===== src/core/fsp_pkg.sv =====
package fsp_pkg;

   // ==========================================================
   // Register map
   // ==========================================================
   localparam logic [7:0] FSP_CTRL_OFF  = 8'h98;
   localparam logic [7:0] FSP_BUF_OFF   = 8'h9C;
   localparam logic [7:0] FSP_RATE_OFF  = 8'hA0;

   // ==========================================================
   // Control and rate register fields
   // ==========================================================
   localparam int FSP_MODE_HI_POS = 7;
   localparam int FSP_MODE_LO_POS = 6;
   localparam int FSP_MPE_POS     = 5;
   localparam int FSP_REN_POS     = 4;
   localparam int FSP_TB8_POS     = 3;
   localparam int FSP_RB8_POS     = 2;
   localparam int FSP_TI_POS      = 1;
   localparam int FSP_RI_POS      = 0;
   localparam int FSP_FAST_POS    = 0;

   localparam logic [7:0] FSP_CTRL_RESET = 8'h00;
   localparam logic [7:0] FSP_BUF_RESET  = 8'h00;
   localparam logic       FSP_FAST_RESET = 1'b0;

   // ==========================================================
   // Timing counts
   // ==========================================================
   localparam logic [3:0] FSP_M0_MID    = 4'h5;
   localparam logic [3:0] FSP_M0_LAST   = 4'hB;
   localparam logic [3:0] FSP_OVS_MID   = 4'h7;
   localparam logic [3:0] FSP_OVS_LAST  = 4'hF;
   localparam logic [1:0] FSP_M2_SLOW   = 2'h3;
   localparam logic [1:0] FSP_M2_FAST   = 2'h1;
   localparam logic [3:0] FSP_FRAME8    = 4'hA;
   localparam logic [3:0] FSP_FRAME9    = 4'hB;
   localparam logic [2:0] FSP_M0_BITS   = 3'h7;

   typedef enum logic [1:0] {
      FSP_MODE_SHIFT = 2'b00,
      FSP_MODE_UART8 = 2'b01,
      FSP_MODE_UART9F = 2'b10,
      FSP_MODE_UART9V = 2'b11
   } fsp_mode_t;

endpackage


===== src/core/fsp_serial_port.sv =====
`timescale 1ns/100ps
module fsp_serial_port
   import fsp_pkg::*;
(
   input  wire logic        pclk,
   input  wire logic        presetn,
   input  wire logic        psel,
   input  wire logic        penable,
   input  wire logic        pwrite,
   input  wire logic [7:0]  paddr,
   input  wire logic [31:0] pwdata,
   output logic [31:0]      prdata,
   output logic             pready,
   output logic             pslverr,
   input  wire logic        baud_tick,
   input  wire logic        rxd_in,
   output logic             rxd_out,
   output logic             rxd_oe,
   output logic             txd
);

   typedef enum logic [3:0] {
      RX_IDLE  = 4'b0001,
      RX_START = 4'b0010,
      RX_BITS  = 4'b0100,
      RX_STOP  = 4'b1000
   } fsp_rx_state_t;

   typedef enum logic [1:0] {
      M0_IDLE  = 2'b01,
      M0_SHIFT = 2'b10
   } fsp_m0_state_t;

   // ==========================================================
   // Declarations
   // ==========================================================
   logic [1:0]    mode_r, mode_nxt;
   logic          mpe_r, mpe_nxt;
   logic          ren_r, ren_nxt;
   logic          tb8_r, tb8_nxt;
   logic          rb8_r, rb8_nxt;
   logic          ti_r, ti_nxt;
   logic          ri_r, ri_nxt;
   logic          fast_r, fast_nxt;
   logic [7:0]    buf_r, buf_nxt;
   logic [31:0]   prdata_r, prdata_nxt;
   logic          wr_en, rd_setup;
   logic          wr_ctrl, wr_buf, wr_rate;
   logic          mapped;
   logic          nine_bit;

   fsp_rx_state_t rx_state_r, rx_state_nxt;
   logic [3:0]    rx_ovs_r, rx_ovs_nxt;
   logic [3:0]    rx_cnt_r, rx_cnt_nxt;
   logic [8:0]    rx_sh_r, rx_sh_nxt;
   logic          rxd_prev_r;
   logic          a_done, a_accept;
   logic [7:0]    a_byte;
   logic          a_rb8;

   fsp_m0_state_t m0_state_r, m0_state_nxt;
   logic          m0_dir_r, m0_dir_nxt;
   logic [7:0]    m0_sh_r, m0_sh_nxt;
   logic [2:0]    m0_cnt_r, m0_cnt_nxt;
   logic          m0_clk_r, m0_clk_nxt;
   logic          m0_done;
   logic          m0_run;

   logic          tick16, m0_mid, m0_end;
   logic          tx_txd, tx_stop_begin;

   // ==========================================================
   // APB decode
   // ==========================================================
   assign wr_en    = psel && penable && pwrite;
   assign rd_setup = psel && !penable && !pwrite;
   assign wr_ctrl  = wr_en && (paddr == FSP_CTRL_OFF);
   assign wr_buf   = wr_en && (paddr == FSP_BUF_OFF);
   assign wr_rate  = wr_en && (paddr == FSP_RATE_OFF);
   assign mapped   = (paddr == FSP_CTRL_OFF) || (paddr == FSP_BUF_OFF)
                  || (paddr == FSP_RATE_OFF);
   assign pready   = 1'b1;
   assign pslverr  = psel && penable && !mapped;
   assign prdata   = prdata_r;
   assign nine_bit = mode_r[1];

   always_comb begin
      prdata_nxt = prdata_r;
      if (rd_setup) begin
         prdata_nxt = 32'h0000_0000;
         unique case (paddr)
            FSP_CTRL_OFF: prdata_nxt[7:0] = {mode_r, mpe_r, ren_r,
                                             tb8_r, rb8_r, ti_r, ri_r};
            FSP_BUF_OFF:  prdata_nxt[7:0] = buf_r;
            FSP_RATE_OFF: prdata_nxt[FSP_FAST_POS] = fast_r;
            default:      prdata_nxt = 32'h0000_0000;
         endcase
      end
   end

   // ==========================================================
   // Control and receive buffer
   // ==========================================================
   always_comb begin
      mode_nxt = mode_r;
      mpe_nxt  = mpe_r;
      ren_nxt  = ren_r;
      tb8_nxt  = tb8_r;
      rb8_nxt  = rb8_r;
      ti_nxt   = ti_r;
      ri_nxt   = ri_r;
      fast_nxt = fast_r;
      buf_nxt  = buf_r;
      if (wr_ctrl) begin
         mode_nxt = {pwdata[FSP_MODE_HI_POS], pwdata[FSP_MODE_LO_POS]};
         mpe_nxt  = pwdata[FSP_MPE_POS];
         ren_nxt  = pwdata[FSP_REN_POS];
         tb8_nxt  = pwdata[FSP_TB8_POS];
         rb8_nxt  = pwdata[FSP_RB8_POS];
         ti_nxt   = pwdata[FSP_TI_POS];
         ri_nxt   = pwdata[FSP_RI_POS];
      end
      if (wr_rate) begin
         fast_nxt = pwdata[FSP_FAST_POS];
      end
      if ((m0_done && m0_dir_r) || tx_stop_begin) begin
         ti_nxt = 1'b1;
      end
      if (m0_done && !m0_dir_r) begin
         ri_nxt  = 1'b1;
         buf_nxt = m0_sh_r;
      end
      if (a_accept) begin
         ri_nxt  = 1'b1;
         buf_nxt = a_byte;
         rb8_nxt = a_rb8;
      end
   end

   always_ff @(posedge pclk or negedge presetn) begin
      if (!presetn) begin
         mode_r   <= FSP_CTRL_RESET[FSP_MODE_HI_POS:FSP_MODE_LO_POS];
         mpe_r    <= FSP_CTRL_RESET[FSP_MPE_POS];
         ren_r    <= FSP_CTRL_RESET[FSP_REN_POS];
         tb8_r    <= FSP_CTRL_RESET[FSP_TB8_POS];
         rb8_r    <= FSP_CTRL_RESET[FSP_RB8_POS];
         ti_r     <= FSP_CTRL_RESET[FSP_TI_POS];
         ri_r     <= FSP_CTRL_RESET[FSP_RI_POS];
         fast_r   <= FSP_FAST_RESET;
         buf_r    <= FSP_BUF_RESET;
         prdata_r <= 32'h0000_0000;
      end else begin
         mode_r   <= mode_nxt;
         mpe_r    <= mpe_nxt;
         ren_r    <= ren_nxt;
         tb8_r    <= tb8_nxt;
         rb8_r    <= rb8_nxt;
         ti_r     <= ti_nxt;
         ri_r     <= ri_nxt;
         fast_r   <= fast_nxt;
         buf_r    <= buf_nxt;
         prdata_r <= prdata_nxt;
      end
   end

   // ==========================================================
   // Asynchronous receiver, modes 1 to 3
   // ==========================================================
   assign a_done = (rx_state_r == RX_STOP) && tick16
                && (rx_ovs_r == FSP_OVS_LAST);
   assign a_byte = nine_bit ? rx_sh_r[7:0] : rx_sh_r[8:1];
   assign a_rb8  = nine_bit ? rx_sh_r[8] : rxd_in;
   // Unread byte keeps the new one out
   assign a_accept = a_done && !ri_r
                  && (!mpe_r || (nine_bit ? rx_sh_r[8] : rxd_in));

   always_comb begin
      rx_state_nxt = rx_state_r;
      rx_ovs_nxt   = rx_ovs_r;
      rx_cnt_nxt   = rx_cnt_r;
      rx_sh_nxt    = rx_sh_r;
      unique case (rx_state_r)
         RX_IDLE: begin
            if (mode_r != FSP_MODE_SHIFT && ren_r && rxd_prev_r
                && !rxd_in) begin
               rx_state_nxt = RX_START;
               rx_ovs_nxt   = 4'h0;
            end
         end
         RX_START: begin
            if (tick16) begin
               rx_ovs_nxt = 4'(rx_ovs_r + 4'h1);
               if (rx_ovs_r == FSP_OVS_MID) begin
                  rx_ovs_nxt   = 4'h0;
                  rx_cnt_nxt   = 4'h0;
                  rx_state_nxt = rxd_in ? RX_IDLE : RX_BITS;
               end
            end
         end
         RX_BITS: begin
            if (tick16) begin
               rx_ovs_nxt = 4'(rx_ovs_r + 4'h1);
               if (rx_ovs_r == FSP_OVS_LAST) begin
                  rx_sh_nxt  = {rxd_in, rx_sh_r[8:1]};
                  rx_cnt_nxt = 4'(rx_cnt_r + 4'h1);
                  if (rx_cnt_r == (nine_bit ? 4'h8 : 4'h7)) begin
                     rx_state_nxt = RX_STOP;
                  end
               end
            end
         end
         RX_STOP: begin
            if (tick16) begin
               rx_ovs_nxt = 4'(rx_ovs_r + 4'h1);
               if (a_done) begin
                  rx_state_nxt = RX_IDLE;
               end
            end
         end
      endcase
      if (mode_r == FSP_MODE_SHIFT) begin
         rx_state_nxt = RX_IDLE;
      end
   end

   always_ff @(posedge pclk or negedge presetn) begin
      if (!presetn) begin
         rx_state_r <= RX_IDLE;
         rx_ovs_r   <= 4'h0;
         rx_cnt_r   <= 4'h0;
         rx_sh_r    <= 9'h000;
         rxd_prev_r <= 1'b1;
      end else begin
         rx_state_r <= rx_state_nxt;
         rx_ovs_r   <= rx_ovs_nxt;
         rx_cnt_r   <= rx_cnt_nxt;
         rx_sh_r    <= rx_sh_nxt;
         rxd_prev_r <= rxd_in;
      end
   end

   // ==========================================================
   // Mode 0 shift engine, both directions on rxd
   // ==========================================================
   assign m0_run  = (m0_state_r == M0_SHIFT);
   assign m0_done = m0_run && m0_end && (m0_cnt_r == FSP_M0_BITS);

   always_comb begin
      m0_state_nxt = m0_state_r;
      m0_dir_nxt   = m0_dir_r;
      m0_sh_nxt    = m0_sh_r;
      m0_cnt_nxt   = m0_cnt_r;
      m0_clk_nxt   = m0_clk_r;
      unique case (m0_state_r)
         M0_IDLE: begin
            if (mode_r == FSP_MODE_SHIFT) begin
               if (wr_buf) begin
                  m0_state_nxt = M0_SHIFT;
                  m0_dir_nxt   = 1'b1;
                  m0_sh_nxt    = pwdata[7:0];
                  m0_cnt_nxt   = 3'h0;
                  m0_clk_nxt   = 1'b0;
               end else if (ren_r && !ri_r) begin
                  m0_state_nxt = M0_SHIFT;
                  m0_dir_nxt   = 1'b0;
                  m0_cnt_nxt   = 3'h0;
                  m0_clk_nxt   = 1'b0;
               end
            end
         end
         M0_SHIFT: begin
            if (m0_mid) begin
               m0_clk_nxt = 1'b1;
               if (!m0_dir_r) begin
                  m0_sh_nxt = {rxd_in, m0_sh_r[7:1]};
               end
            end
            if (m0_end) begin
               m0_cnt_nxt = 3'(m0_cnt_r + 3'h1);
               if (m0_dir_r) begin
                  m0_sh_nxt = {1'b1, m0_sh_r[7:1]};
               end
               if (m0_done) begin
                  m0_state_nxt = M0_IDLE;
               end else begin
                  m0_clk_nxt = 1'b0;
               end
            end
         end
      endcase
   end

   always_ff @(posedge pclk or negedge presetn) begin
      if (!presetn) begin
         m0_state_r <= M0_IDLE;
         m0_dir_r   <= 1'b0;
         m0_sh_r    <= 8'hFF;
         m0_cnt_r   <= 3'h0;
         m0_clk_r   <= 1'b1;
      end else begin
         m0_state_r <= m0_state_nxt;
         m0_dir_r   <= m0_dir_nxt;
         m0_sh_r    <= m0_sh_nxt;
         m0_cnt_r   <= m0_cnt_nxt;
         m0_clk_r   <= m0_clk_nxt;
      end
   end

   // ==========================================================
   // Rate generator and asynchronous transmitter
   // ==========================================================
   fsp_baud u_baud (
      .pclk      (pclk),
      .presetn   (presetn),
      .mode      (mode_r),
      .fast_rate (fast_r),
      .baud_tick (baud_tick),
      .m0_run    (m0_run),
      .tick16    (tick16),
      .m0_mid    (m0_mid),
      .m0_end    (m0_end)
   );

   fsp_tx u_tx (
      .pclk       (pclk),
      .presetn    (presetn),
      .start      (wr_buf && (mode_r != FSP_MODE_SHIFT)),
      .data       (pwdata[7:0]),
      .ninth      (tb8_r),
      .nine_bit   (nine_bit),
      .tick16     (tick16),
      .txd        (tx_txd),
      .busy       (),
      .stop_begin (tx_stop_begin)
   );

   // Shift clock on txd in mode 0
   assign txd     = (mode_r == FSP_MODE_SHIFT) ? m0_clk_r : tx_txd;
   assign rxd_out = m0_sh_r[0];
   assign rxd_oe  = m0_run && m0_dir_r;

endmodule


===== src/core/fsp_baud.sv =====
`timescale 1ns/100ps
module fsp_baud
   import fsp_pkg::*;
(
   input  wire logic       pclk,
   input  wire logic       presetn,
   input  wire logic [1:0] mode,
   input  wire logic       fast_rate,
   input  wire logic       baud_tick,
   input  wire logic       m0_run,
   output logic            tick16,
   output logic            m0_mid,
   output logic            m0_end
);

   logic [3:0] m0_cnt_r;
   logic [3:0] m0_cnt_nxt;
   logic [1:0] div_cnt_r;
   logic [1:0] div_cnt_nxt;
   logic [1:0] div_last;

   // ==========================================================
   // Dividers
   // ==========================================================
   always_comb begin
      div_last = fast_rate ? FSP_M2_FAST : FSP_M2_SLOW;
      if (div_cnt_r >= div_last) begin
         div_cnt_nxt = 2'h0;
      end else begin
         div_cnt_nxt = 2'(div_cnt_r + 2'h1);
      end
      if (!m0_run || m0_cnt_r == FSP_M0_LAST) begin
         m0_cnt_nxt = 4'h0;
      end else begin
         m0_cnt_nxt = 4'(m0_cnt_r + 4'h1);
      end
   end

   always_ff @(posedge pclk or negedge presetn) begin
      if (!presetn) begin
         m0_cnt_r  <= 4'h0;
         div_cnt_r <= 2'h0;
      end else begin
         m0_cnt_r  <= m0_cnt_nxt;
         div_cnt_r <= div_cnt_nxt;
      end
   end

   assign tick16 = (mode == FSP_MODE_UART9F) ? (div_cnt_r >= div_last)
                 : ((mode != FSP_MODE_SHIFT) && baud_tick);
   assign m0_mid = m0_run && (m0_cnt_r == FSP_M0_MID);
   assign m0_end = m0_run && (m0_cnt_r == FSP_M0_LAST);

endmodule


===== src/core/fsp_tx.sv =====
`timescale 1ns/100ps
module fsp_tx
   import fsp_pkg::*;
(
   input  wire logic       pclk,
   input  wire logic       presetn,
   input  wire logic       start,
   input  wire logic [7:0] data,
   input  wire logic       ninth,
   input  wire logic       nine_bit,
   input  wire logic       tick16,
   output logic            txd,
   output logic            busy,
   output logic            stop_begin
);

   typedef enum logic [1:0] {
      TX_IDLE = 2'b01,
      TX_SEND = 2'b10
   } fsp_tx_state_t;

   fsp_tx_state_t state_r;
   fsp_tx_state_t state_nxt;
   logic [10:0]   sh_r;
   logic [10:0]   sh_nxt;
   logic [3:0]    left_r;
   logic [3:0]    left_nxt;
   logic [3:0]    ovs_r;
   logic [3:0]    ovs_nxt;
   logic          bit_end;

   assign bit_end = (state_r == TX_SEND) && tick16 && (ovs_r == FSP_OVS_LAST);

   // ==========================================================
   // Frame shifter
   // ==========================================================
   always_comb begin
      state_nxt = state_r;
      sh_nxt    = sh_r;
      left_nxt  = left_r;
      ovs_nxt   = ovs_r;
      if (start) begin
         state_nxt = TX_SEND;
         sh_nxt    = {1'b1, nine_bit ? ninth : 1'b1, data, 1'b0};
         left_nxt  = nine_bit ? FSP_FRAME9 : FSP_FRAME8;
         ovs_nxt   = 4'h0;
      end else if (state_r == TX_SEND && tick16) begin
         ovs_nxt = 4'(ovs_r + 4'h1);
         if (bit_end) begin
            sh_nxt   = {1'b1, sh_r[10:1]};
            left_nxt = 4'(left_r - 4'h1);
            if (left_r == 4'h1) begin
               state_nxt = TX_IDLE;
            end
         end
      end
   end

   always_ff @(posedge pclk or negedge presetn) begin
      if (!presetn) begin
         state_r <= TX_IDLE;
         sh_r    <= 11'h7FF;
         left_r  <= 4'h0;
         ovs_r   <= 4'h0;
      end else begin
         state_r <= state_nxt;
         sh_r    <= sh_nxt;
         left_r  <= left_nxt;
         ovs_r   <= ovs_nxt;
      end
   end

   assign txd  = sh_r[0];
   assign busy = (state_r == TX_SEND);
   assign stop_begin = bit_end && (left_r == 4'h2);

endmodule


===== config.mk =====
export PLATFORM = sky130hd
export DESIGN_NAME = fsp_serial_port
export DESIGN_NICKNAME = d
export VERILOG_FILES = /design/src/core/fsp_pkg.sv /design/src/core/fsp_serial_port.sv /design/src/core/fsp_baud.sv /design/src/core/fsp_tx.sv
export SDC_FILE = /design/constraint.sdc
export NUM_CORES = 1
export LEC_CHECK = 0
export BUFFER_PORTS_ARGS = -buffer_cell sky130_fd_sc_hd__buf_4
export CAP_MARGIN = 30
export CORE_UTILIZATION = 61
export DETAILED_ROUTE_END_ITERATION = 8
export PLACE_DENSITY = 0.86
export SLEW_MARGIN = 25
export SYNTH_ARGS = -nofsm -noshare
export SYNTH_HDL_FRONTEND = slang
export SYNTH_SLANG_ARGS = --single-unit

===== constraint.sdc =====
create_clock -name pclk -period 3.7 [get_ports pclk]
set_input_delay 0.37 -clock pclk [delete_from_list [all_inputs] [get_ports pclk]]
set_output_delay 0.37 -clock pclk [all_outputs]
set_load 0.03 [all_outputs]

== Word-level counts from Yosys, hierarchy flattened ==
Cells that the tools add are included.
Word-level totals
  register bits after elaboration: 89
  memory bits (read-only): 0
  output and inout port bits: 37
  bits in writable memories: 0
  memories: 0
  bits of input ports: 47
  word-level logic and storage cells: 217
  bits in latches: 0
Operators by class
  muxes and demuxes: 80
  $add $sub $neg: 7
  shift operators: 0
  multipliers: 0
  magnitude comparators: 1
  equality and inequality tests: 39
  bitwise logic cells: 0
  reduce and logical (&&, ||, !) cells: 64
  divide/modulo/power cells: 0
Operator list (count)
  $mux W4: 24
  $mux W8: 9
  $mux W11: 3
  $logic_and A1 B1 Y1: 28
  $eq A8 B8 Y1 const B: 3
  $mux W2: 11
  $ne A3 B3 Y1 const B: 7
  $mux W1: 19
  $reduce_bool A2 Y1: 9
  $add A4 B1 Y4 const B: 4
  $eq A4 B4 Y1 const B: 4
  $ne A2 B2 Y1 const B: 8
  $pmux W4 S4: 1
  $pmux W8 S2: 1
  $mux W3: 5
  $reduce_and A3 Y1: 5
  $pmux W7 S2: 1
  $eq A4 B3 Y1 const B: 3
  $pmux W4 S3: 1
  $eq A4 B1 Y1 const B: 2
  $eq A4 B2 Y1 const B: 2
  $logic_not A1 Y1: 8
  $pmux W4 S2: 1
  $reduce_and A8 Y1: 1
  21 further kinds: 31

== Logic depth before layout (Yosys ltp) ==
Gate-level depths: netlist of the first run.
  depth after elaboration: 9
  gate-level depth with buffers: 7
  depth with buffers taken out: 6

== Cells and area by module ==
A second synthesis of the first run with hierarchy kept.
Second synthesis, totals
  cells, all modules: 455
  area total of the unflattened synthesis: 4814.6 um^2
By module, submodules not included
  fsp_serial_port: instances 1, area each 3412.0 um^2, cells an instance 313, sequential area each 1566.5 um^2
  fsp_tx: instances 1, area each 1079.8 um^2, cells an instance 110, sequential area each 514.2 um^2
  fsp_baud: instances 1, area each 322.8 um^2, cells an instance 32, sequential area each 150.1 um^2

== Worst setup path before layout of the first run ==
No wires, ideal clock.
  path kind: input-to-reg
  from: input paddr[1]
  to: register ti_r
  path slack: 1.356 ns
  data required time: 3.574 ns
  data arrival time: 2.218 ns
  buffers on the path: 2
  stages on the path: 6
  library setup time: 0.126 ns
  cells stage by stage: or4b_1 -> buf_2 -> or4_4 -> buf_6 -> mux2_4 -> a221o_1
On the way
  cells in the longest elaborated chain, start to end: 3
Ends and longest elaborated chain
  start: declaration: RTL line fsp_serial_port.sv:10  | input wire logic [7:0] paddr,
  $eq A8 B8 Y1: RTL line fsp_serial_port.sv:77  | assign wr_ctrl = wr_en && (paddr == FSP_CTRL_OFF);
  $logic_and A1 B1 Y1: RTL line fsp_serial_port.sv:77
  $reduce_bool A2 Y1 (no line)
  end signal: assignment: RTL line fsp_serial_port.sv:147  | ti_r <= FSP_CTRL_RESET[FSP_TI_POS];
  end signal: assignment: RTL line fsp_serial_port.sv:158  | ti_r <= ti_nxt;
  end: declaration: RTL line fsp_serial_port.sv:42  | logic ti_r, ti_nxt;
Every way passes these cells.
A chain may end at the register's enable or synchronous reset.

== Worst setup path after layout of the first run ==
  from: register fast_r
  to: register u_tx.left_r[2]
On the way
  cells in the longest elaborated chain, start to end: 7
  elaborated cells on any way between the ends: 8
  those cells by class: 1 x order compare; 2 x mux; 5 x reduce/logical
Ends and longest elaborated chain
  start: declaration: RTL line fsp_serial_port.sv:44  | logic fast_r, fast_nxt;
  start signal: assignment: RTL line fsp_serial_port.sv:160  | fast_r <= fast_nxt;
  $mux W2 (*): RTL line fsp_baud.sv:26  | div_last = fast_rate ? FSP_M2_FAST : FSP_M2_SLOW;
  $ge A2 B2 Y1 (*): RTL line fsp_baud.sv:49  | assign tick16 = (mode == FSP_MODE_UART9F) ? (div_cnt_r >= div_last)
  $mux W1 (*): RTL line fsp_baud.sv:49
  $logic_and A1 B1 Y1 (*): RTL line fsp_tx.sv:32, fsp_tx.sv:47
  $logic_and A1 B1 Y1: RTL line fsp_tx.sv:32  | assign bit_end = (state_r == TX_SEND) && tick16 && (ovs_r == FSP_OVS_LAST);
  $reduce_bool A2 Y1 (no line)
  $reduce_and A2 Y1 (no line) (*)
  end signal: assignment: RTL line fsp_tx.sv:68  | left_r <= left_nxt;
  end: declaration: RTL line fsp_tx.sv:26  | logic [3:0] left_r;
Every way passes the cells marked *; elsewhere a longest branch is shown, timed or not.

==> results of run 1 <==
-- per-stage QoR --
stage / instance area, µm² / total power [mW] / std cells / utilization, %
global placement: 4990 / 1.66 / 579 / 67.7
CTS: 5160 / 2.27 / 595 / 70.0
finish: 5160 / 2.26 / 596 / 70.1
detailed placement: 4990 / 1.70 / 579 / 67.7
floorplan: 4830 / 1.54 / 485 / -
global route: 5160 / 2.37 / 596 / 70.1
-- worst max-delay path: cells and delay by family, from the launching register on --
family	cells	cell delay, ns
simple gates	2	1.11
flops	1	0.40
compound gates	2	0.39
fa+ha+maj	1	0.32
-- power groups by stage --
| stage | Combinational (mW) | Sequential (mW) | Clock, mW |
|---|---|---|---|
| 6_report | 0.464 | 1.22 | 0.581 |
| 5_1_grt | 0.510 | 1.23 | 0.625 |
| 4_1_cts | 0.465 | 1.22 | 0.585 |
| 3_5_place_dp | 0.463 | 1.23 | 0 |
| 3_3_place_gp | 0.442 | 1.22 | 0 |
| 2_1_floorplan | 0.309 | 1.23 | 0 |
-- cell families after synthesis --
kind of cell               count (synthesis)  synth area share (%)
AOI/OAI and AO/OA                        102                  14.4
muxes                                     52                  11.5
buffers and inverters                     55                  6.54
xor gates and xnor gates                   5                 0.923
other                                      2                 0.158
and+or+nand+nor                          147                  16.6
DFF                                       88                  47.0
adders and majority gates                 11                  2.90
-- synth_stat cells, types with 5 or more instances --
cell type	n	share of area (%)
o21ai_0	22	2.3
a21oi_1	18	1.9
inv_1	11	0.87
nand3b_1	6	0.95
nand2b_1	5	0.66
clkbuf_1	15	1.2
mux2i_1	35	7.4
nand3_1	24	2.5
mux2_2	16	3.8
dfrtp_1	65	34
a22oi_1	7	1.1
nor3_1	10	1.1
buf_4	25	4.0
nand2_1	22	1.7
o22ai_1	10	1.3
a31oi_1	9	1.2
nor2_1	39	3.1
dfstp_2	23	13
ha_1	11	2.9
a2bb2oi_1	9	1.7
-- layer usage --
layer,track usage [%],part of all wire [%]
met1,35.5,44
met2,44.2,49
met3,3.98,5.5
met4,10.5,2.2
met5,0,0
-- cell usage in the layout (no fill, tap or decap), types with 5 or more instances in the layout --
cell type,netlist,routed
nand2b_1,5,5
a22oi_1,7,7
a31oi_1,9,9
o21ai_0,22,22
ha_1,11,11
clkbuf_8,0,9
nand3_1,24,24
nor2_1,39,39
nand2_1,22,22
nand3b_1,6,6
dfrtp_1,65,65
dfstp_2,23,23
mux2i_1,35,35
mux2_2,16,16
nor3_1,10,10
a21oi_1,18,18
inv_1,11,11
buf_4,25,39
o22ai_1,10,10
a2bb2oi_1,9,9
conb_1,2,25
-- sequential cells by signal, summed over array words and instances, names as in the netlist, 3 cells and up --
name / flops
rx_sh_r: 9
rx_state_r: 4
prdata: 8
m0_sh_r: 8
u_tx.left_r: 4
u_tx.ovs_r: 4
rx_ovs_r: 4
rx_cnt_r: 4
buf_r: 8
m0_cnt_r: 3
u_tx.sh_r: 10
u_baud.m0_cnt_r: 4
-- final cells by class --
type / count / area (µm²)
Clock inverter: 6 / 36.3
Fill cell: 554 / 2210
Timing Repair Buffer: 40 / 304
Clock buffer: 10 / 128
Multi-Input combinational cell: 342 / 2300
Tap cell: 99 / 124
Inverter: 11 / 41.3
Sequential cell: 88 / 2230
-- path summary, 6_finish.rpt --
kind / depth (start not counted) / start / to / slack (ns)
min reg2reg: 1 / u_tx.state_r[1]$_DFFE_PN0P_ / u_tx.state_r[1]$_DFFE_PN0P_ / 0.47
min: 1 / presetn / rx_sh_r[4]$_DFFE_PN0P_ / 0.03
max in group asynchronous: 1 / presetn / tb8_r$_DFFE_PN0P_ / 3.11
max: 5 / fast_r$_DFFE_PN0P_ / u_tx.left_r[2]$_DFFE_PN0P_ / 1.39
max reg2reg: 5 / fast_r$_DFFE_PN0P_ / u_tx.left_r[2]$_DFFE_PN0P_ / 1.39
min in group pclk: 1 / rxd_in / rxd_prev_r$_DFF_PN1_ / 0.16
==> qor.yml, run 1 <==
status: "finished clean"
initial_core_util_pct: 64.4
tns_ns: 0
vdd_drop_max_mv: 0.280
cts_made_buffers: 9
pre_cts_ws_ns: 1.15
cp_slowest_cell: "or4_1"
die_y_um: 90.2
clock_latency_ns: 0.36
synth_ff_type: "dfrtp_1"
synth.distinct_cells: 62
grt_pass1_wl_mm: 17.1
gp_congestion: 0.854
post-cts-setup-buffer-count: 0
rows: 31
total_leakage_power_nw: 2.29
die_area_mm2: 0.00813
area_growth_pct: 8.86
port_buffers: 34
period_share_pct: 62.3
clockBufferDepth: 2
grt_max_degree: 89
setup_viol: 0
p_comb_share_pct: 20.5
worst_slack_ns: 1.39
core_mm2: 0.00737
syn_area_mm2: 0.00474
fin_worst_skew_ns: 0.00616
power.density_mw_per_mm2: 438
wire_per_inst_um: 17.6
drt-total-wl_mm: 10.5
cts.sinks: 88
holdWs_ns: 0.0287
async_reset_ff_share_pct: 100
grt_pass1_vias: 3504
slowest_delay_ns: 0.64
p_seq_share_pct: 53.8
pin_count: 84
grt.total_usage_pct: 26.7
required_ns: 3.99
dr.pass1.iters: 5
arrival_ns: 2.59
hold_viol: 0
switchingPower_mw: 0.716
n_antenna_cell: 0
drtIter0Drc: 358
drc: 0
h-tree-depth: 3
internal_power_mw: 1.55
worstSetupPathType: "flip-flop to flip-flop"
overflow: 0
place_hpwl_mm: 7.36
cts_resized: 0
cap_violations: 0
critPathLaunchType: "flip-flop"
fp.dieW_um: 90.2
fin_crit_ns: 2.31
root_buffer: "clkbuf_8"
seq_area_frac_synth_pct: 47.0
vias: 3689
clockPowerShare_pct: 25.7
drive_above_1_share_pct: 21.1
path_clk_slew_ns: 0.09
antenna_found_initial: 0
worst_pin_slew_ns: 0.894
nets: 550
critPathMaxFanout: 19
max_freq_ghz: 0.434
slew_viol_final: 0
p_sw_share_pct: 31.6
syn_avg_cell_area_um2: 10.3
relSlewSlack_pct: 39.6
hold_path.class: "input port to async pin"
viasPerCell: 6.19
synth-edff-count: 0
ys_ff_latch: 88
cts_tree: "built"
hold_buffers: 0
rsz0062_at_grt: "false"
antenna_left: 0
crit_path_cell_trace: "ha_1 -> a211o_1 -> nand3_1 -> or4_1 -> a21oi_1"
synthCells: 462
setup.worst_path.end_class: "flip-flop"
yosysWarningCount: 0
Note: power is estimated with default switching activity, not from simulation.
==> inputs of run 2 (changes only) <==
--- a/config.mk
+++ b/config.mk
@@ -7,9 +7,9 @@
 export LEC_CHECK = 0
 export BUFFER_PORTS_ARGS = -buffer_cell sky130_fd_sc_hd__buf_4
 export CAP_MARGIN = 30
-export CORE_UTILIZATION = 61
+export CORE_UTILIZATION = 51
 export DETAILED_ROUTE_END_ITERATION = 8
-export PLACE_DENSITY = 0.86
+export PLACE_DENSITY = 0.77
 export SLEW_MARGIN = 25
 export SYNTH_ARGS = -nofsm -noshare
 export SYNTH_HDL_FRONTEND = slang
==> constraint.sdc (replaced) <==
create_clock -name pclk -period 1.99 [get_ports pclk]
set_input_delay 0.199 -clock pclk [delete_from_list [all_inputs] [get_ports pclk]]
set_output_delay 0.199 -clock pclk [all_outputs]
set_load 0.03 [all_outputs]
==> run 2 against run 1 <==
  * Via count grew 2.3%
  * Worst setup slack worse by 1.3 ns
  * Global-route usage down 2.7 points
  * Combinational power increased by 98%
  * Final cell count is 6.0% higher
  * Critical path depth unchanged
  * Largest cell class unchanged
  * Power up 96%
  * Wire length grew 5.2%
  * Clock-buffer cell count did not move
  * Design area increased by 6.1%
  * Sequential cell count unchanged
==> qor.yml, run 2 (synthesis results as in run 1) <==
setup_viol: 0  # unchanged
status: "finished clean"  # unchanged
arrival_ns: 2.15  # was 2.59 ns
root_buffer: "clkbuf_8"  # unchanged
worst_slack_ns: 0.0915  # was 1.39 ns
wire_per_inst_um: 17.4  # was 17.6 µm
die_area_mm2: 0.00969  # was 0.00813 mm²
area_growth_pct: 15.5  # was 8.86%
worstRegToRegCells: 5  # unchanged
stdcell_area_mm2: 0.00548  # was 0.00516 mm²
max_freq_ghz: 0.527  # was 0.434 GHz
rows: 34  # was 31
critPathMostFrequentCell: "and3_1"
required_ns: 2.24  # was 3.99 ns
r2r_slack_ns: 0.09  # was 1.39 ns
setup.worst_path.end_class: "flip-flop"  # unchanged
seq_area_mm2: 0.00223  # unchanged
cp_slowest_cell: "a211o_4"  # was or4_1
min_path_cells: 3
dpl.cell_count: 614  # was 579
grt_max_degree: 38  # was 89
fp.dieW_um: 98.4  # was 90.2 µm
n_antenna_cell: 0  # unchanged
dr.pass1.iters: 9  # was 5
regMostFlops: "u_tx.sh_r"  # unchanged
drtIter0Drc: 237  # was 358
relSlewSlack_pct: 58.9  # was 39.6%
worstSetupPathType: "flip-flop to flip-flop"  # unchanged
top_regs: "u_tx.sh_r x10, rx_sh_r x9"  # unchanged
cap_violations: 0  # unchanged
vias: 3773  # was 3689
drive_above_1_share_pct: 26.0  # was 21.1%
overflow: 0  # unchanged
grt.total_usage_pct: 24.0  # was 26.7%
worst_pin_slew_ns: 0.608  # was 0.894 ns
vdd_drop_max_mv: 0.688  # was 0.280 mV
r2r-end: "ti_r$_DFFE_PN0P_"  # was u_tx.left_r[2]$_DFFE_PN0P_
power_mw: 4.44  # was 2.26 mW
holdWs_ns: 0.100  # was 0.0287 ns
initial_core_util_pct: 53.6  # was 64.4%
met1_usage_pct: 33.1  # was 35.5%
multi_input_area_mm2: 0.00234  # was 0.00230 mm²
cts_made_buffers: 9  # unchanged
largest_reg_flops: 10  # unchanged
min_to: "u_tx.sh_r[4]$_DFFE_PN1P_"
nets: 577  # was 550
path_clk_slew_ns: 0.09  # about the same
hold_path.class: "input port to flip-flop"  # was input port to async pin
slew_viol_final: 0  # unchanged
critPathLaunchType: "flip-flop"  # unchanged
rsz0062_at_grt: "false"  # unchanged
h-tree-depth: 3  # unchanged
final_cells: 632  # was 596
mostFrequentLayoutCells: "dfrtp_1, buf_4, nor2_1, mux2i_1, conb_1"  # was dfrtp_1, nor2_1, buf_4, mux2i_1, conb_1
rr_startpoint: "fast_r$_DFFE_PN0P_"  # unchanged
period_share_pct: 95.4  # was 62.3%
worstHoldStart: "pwdata[3]"
clock_latency_ns: 0.36  # about the same
port_buffers: 34  # unchanged
pin_count: 84  # unchanged
drt-total-wl_mm: 11.0  # was 10.5 mm
fillers: 730  # was 554
viasPerCell: 5.97  # was 6.19
cts.sinks: 88  # unchanged
cts_tree: "built"  # unchanged
gp_congestion: 0.874  # was 0.854
slowest_delay_ns: 0.40  # was 0.64 ns
hold_viol: 0  # unchanged
antenna_found_initial: 0  # unchanged
critPathMaxFanout: 5  # was 19
place_area_mm2: 0.00524  # was 0.00499 mm²
grtUsageMet2_pct: 38.0  # was 44.2%
crit_family: "compound AO/OA/AOI/OAI gates"  # was simple AND/OR/NAND/NOR gates
fin_crit_ns: 1.90  # was 2.31 ns
total_leakage_power_nw: 2.44  # was 2.29 nW
grt_pass1_wl_mm: 18.2  # was 17.1 mm
top_usage_layer: "met2"  # unchanged
clockBufferDepth: 2  # unchanged
core_mm2: 0.00885  # was 0.00737 mm²
grt_pass1_vias: 3693  # was 3504
power.density_mw_per_mm2: 810  # was 438 mW/mm²
drc: 0  # unchanged
place_hpwl_mm: 8.06  # was 7.36 mm
grtUsageMet3_pct: 3.76  # was 3.98%
fin_worst_skew_ns: 0.00918  # was 0.00616 ns
crit_path_cell_trace: "ha_1 -> a211o_4 -> and3_1 -> and3_1 -> a221o_1"  # was ha_1 -> a211o_1 -> nand3_1 -> or4_1 -> a21oi_1
antenna_left: 0  # unchanged
final_common_cell: "dfrtp_1"  # unchanged
pre_cts_ws_ns: -0.105  # was 1.15 ns
cp_num_buf_inv: 0  # unchanged
die_y_um: 98.4  # was 90.2 µm
==> run 2: changes by cell type in the layout (fill, tap and decap cells not counted), sizes merged <==
cell / before / now
buf: 40 / 65
bufinv: 0 / 1
clkinv: 6 / 3
clkinvlp: 0 / 1
dlygate4sd3: 0 / 2
inv: 11 / 12
==> run 2: worst max path at each step <==
stage | startpoint | end | cells past startpoint
after floorplan | paddr[1] | ti_r$_DFFE_PN0P_ | 6
after global placement | paddr[1] | ti_r$_DFFE_PN0P_ | 5
final | fast_r$_DFFE_PN0P_ | ti_r$_DFFE_PN0P_ | 5
after CTS | rx_state_r[1]$_DFFE_PN0P_ | rx_sh_r[8]$_DFFE_PN0P_ | 4
after detailed placement | paddr[1] | ti_r$_DFFE_PN0P_ | 5
after global routing | fast_r$_DFFE_PN0P_ | ti_r$_DFFE_PN0P_ | 5
==> run 2: cell type report <==
class	instances	share of cell area [%]
clock buffers	10	2.33
repair buffers	67	9.79
clock inverters	6	1.26
multi-input cells	342	42.7
well taps	108	2.47
inverters	11	0.753
flip-flops and latches	88	40.7
==> run 2: timing repair <==
item	4_1_cts	5_1_grt
endpoints found under the setup margin	4	11
hold endpoints to repair	24	0
gates resized for setup	2	4
buffers inserted	0	0
hold buffers	2	0
==> run 2: metal layers <==
layer  vias to the layer above  part of all wire (%)
met4                         0                   2.6
met3                        24                   4.7
li1                       1764                     -
met1                      1852                    45
met2                       133                    47
met5                         -                     0
==> run 2: power by group <==
group          switching [mW]  internal [mW]
Sequential              0.197           2.06
Clock                   0.674          0.588
Combinational           0.516          0.405
Total                    1.39           3.05
==> run 2: stage by stage <==
stage / util (%) / setup TNS (ns)
3_3_place_gp: 59.2 / -0.123
4_1_cts: 61.7 / 0
3_5_place_dp: 59.2 / -0.176
5_1_grt: 61.9 / 0
6_report: 61.9 / 0
2_1_floorplan: - / -0.177
==> run 2: worst register-to-register path, delay by kind of cell, from the launching register on <==
kind | cells | cell delay (ns)
compound gates | 2 | 0.69
flops | 1 | 0.39
simple gates | 2 | 0.38
fa+ha+maj | 1 | 0.34
==> inputs of run 3 (changes only) <==
==> constraint.sdc (replaced) <==
create_clock -name pclk -period 1.99 [get_ports pclk]
set_input_delay 0.398 -clock pclk [delete_from_list [all_inputs] [get_ports pclk]]
set_output_delay 0.398 -clock pclk [all_outputs]
set_load 0.03 [all_outputs]
==> run 3 against run 2 <==
  * The run now ends with design-rule violations left
  * Design area is 1.1% higher
  * Sequential power hardly changed
  * Global-route usage is 0.44 points higher
  * Largest cell class unchanged
  * First-iteration DRC count is 37% higher
  * Die area stayed put
  * Largest power group unchanged
  * Non-clock buffer count is 10 higher
  * Via count is 3.1% higher
==> qor.yml, run 3 (synthesis results as in run 1) <==
critPathLaunchType: "input port"  # was flip-flop
setup.worst_path.end_class: "output port"  # was flip-flop
cts.sinks: 88  # unchanged
power_mw: 4.34  # was 4.44 mW
root_buffer: "clkbuf_8"  # unchanged
cap_violations: 0  # unchanged
dpl.cell_count: 620  # was 614
top_regs: "u_tx.sh_r x10, rx_sh_r x9"  # unchanged
grt_max_degree: 40  # was 38
port_buffers: 34  # unchanged
clock_latency_ns: 0.37  # was 0.36 ns
grt_pass1_wl_mm: 18.6  # was 18.2 mm
worst_slack_ns: 0.0152  # was 0.0915 ns
vdd_drop_max_mv: 0.493  # was 0.688 mV
overflow: 0  # unchanged
drt-total-wl_mm: 11.3  # was 11.0 mm
dr.pass1.iters: 9  # unchanged
initial_core_util_pct: 53.6  # unchanged
hold_viol: 0  # unchanged
fillers: 742  # was 730
grt_pass1_vias: 3728  # was 3693
top_layer: "met4"  # unchanged
drtIter0Drc: 325  # was 237
gp_congestion: 0.849  # was 0.874
stdcell_area_mm2: 0.00554  # was 0.00548 mm²
path_clk_slew_ns: 0.09  # about the same
n_antenna_cell: 0  # unchanged
nets: 587  # was 577
rows: 34  # unchanged
met3_length_um: 678  # was 520 µm
wl_met2_mm: 5.38  # was 5.21 mm
period_share_pct: 99.2  # was 95.4%
cts_tree: "built"  # unchanged
largest_reg_flops: 10  # unchanged
max_freq_ghz: 0.506  # was 0.527 GHz
wl_met1_mm: 4.99  # was 4.98 mm
final_cells: 642  # was 632
mostFrequentLayoutCells: "buf_4, dfrtp_1, nor2_1, mux2i_1, conb_1"  # was dfrtp_1, buf_4, nor2_1, mux2i_1, conb_1
die_area_mm2: 0.00969  # unchanged
total_leakage_power_nw: 2.48  # was 2.44 nW
required_ns: 1.59  # was 2.24 ns
drc: 6  # was 0
core_mm2: 0.00885  # unchanged
fin_worst_skew_ns: 0.0133  # was 0.00918 ns
hold_path.class: "input port to async pin"  # was input port to flip-flop
antenna_left: 0  # unchanged
arrival_ns: 1.58  # was 2.15 ns
place_hpwl_mm: 8.14  # was 8.06 mm
regMostFlops: "u_tx.sh_r"  # unchanged
worst_pin_slew_ns: 0.506  # was 0.608 ns
critPathMostFrequentCell: "buf_4"  # was and3_1
fp.dieW_um: 98.4  # unchanged
critPathMaxFanout: 5  # unchanged
clockBufferDepth: 2  # unchanged
antenna_found_initial: 0  # unchanged
slew_viol_final: 0  # unchanged
h-tree-depth: 3  # unchanged
pre_cts_ws_ns: -0.311  # was -0.105 ns
drive_above_1_share_pct: 28.3  # was 26.0%
vias: 3889  # was 3773
grt.total_usage_pct: 24.5  # was 24.0%
place_area_mm2: 0.00527  # was 0.00524 mm²
final_common_cell: "buf_4"  # was dfrtp_1
viasPerCell: 6.06  # was 5.97
power.density_mw_per_mm2: 783  # was 810 mW/mm²
area_growth_pct: 16.8  # was 15.5%
rsz0062_at_grt: "false"  # unchanged
cp_slowest_cell: "or4b_4"  # was a211o_4
slowest_delay_ns: 0.54  # was 0.40 ns
pin_count: 84  # unchanged
fin_crit_ns: 1.97  # was 1.90 ns
holdWs_ns: 0.000418  # was 0.100 ns
crit_path_cell_trace: "buf_4 -> or4b_4 -> buf_6 -> a21oi_4 -> nor2_1 -> buf_4"  # was ha_1 -> a211o_4 -> and3_1 -> and3_1 -> a221o_1
cts_made_buffers: 9  # unchanged
worstSetupPathType: "input port to output port"  # was flip-flop to flip-flop
status: "finished, violations left"  # was finished clean
die_y_um: 98.4  # unchanged
wire_per_inst_um: 17.6  # was 17.4 µm
relSlewSlack_pct: 65.8  # was 58.9%
setup_viol: 0  # unchanged
violations: "design-rule violations"
[run 3: cell types whose count changed in the layout (fill, tap and decap cells not counted), moves of 2 or more]
cell	change
buf_6	+2
dfrtp_2	+2
buf_4	+10
dfrtp_1	-2
clkinvlp_4	+2
dlygate4sd3_1	-2
[run 3: final cells by class]
class	instances	area [µm²]	area share, %
multi-input combinational	342	2340	42.2
clock inverter	7	53.8	0.971
inverter	11	41.3	0.745
sequential	88	2230	40.3
tap	108	135	2.44
clock buffer	9	124	2.24
timing repair buffer	77	614	11.1
[run 3: worst max-delay path, delay by kind of cell]
kind                   cells  cell delay [ns]
buffers and inverters      3             0.43
AO/OA/AOI/OAI              1             0.14
AND/OR/NAND/NOR            2             0.61
[run 3: power by group]
part / switching (mW) / total (mW) / internal [mW]
Sequential: 0.204 / 2.26 / 2.06
Clock: 0.679 / 1.14 / 0.462
Combinational: 0.511 / 0.935 / 0.424
[run 3: through the flow]
step | setup TNS (ns) | utilization, %
after detailed placement | -3.49 | 59.6
after CTS | 0 | 62.1
after global placement | -3.32 | 59.6
after floorplan | -2.61 | -
final | 0 | 62.6
after global routing | 0 | 62.6
[run 3: final timing paths]
kind	cells after the start	to	from	slack (ns)
max	6	pslverr	paddr[0]	0.02
min	1	buf_r[6]$_DFFE_PN0P_	presetn	0.0004
min in group pclk	1	rxd_prev_r$_DFF_PN1_	rxd_in	0.19
max in group asynchronous	2	rx_state_r[0]$_DFFE_PN1P_	presetn	1.33
max reg2reg	6	rx_sh_r[5]$_DFFE_PN0P_	u_baud.div_cnt_r[1]$_DFF_PN0_	0.07
min reg2reg	2	u_tx.sh_r[0]$_DFFE_PN1P_	u_tx.sh_r[1]$_DFFE_PN1P_	0.49
[run 3: what timing repair did]
item                       in CTS  in global routing
resized for setup               5                  7
hold buffers                    0                  0
setup buffers                   5                  2
setup endpoints to repair       3                 24
pin swaps                       2                  4
[run 3: routing by layer]
| layer | global-route usage (%) | vias to the layer above |
|---|---|---|
| met5 | 0 | - |
| met4 | 8.27 | 0 |
| met3 | 5.11 | 22 |
| met2 | 38.9 | 163 |
| met1 | 33.7 | 1928 |
| li1 | - | 1776 |
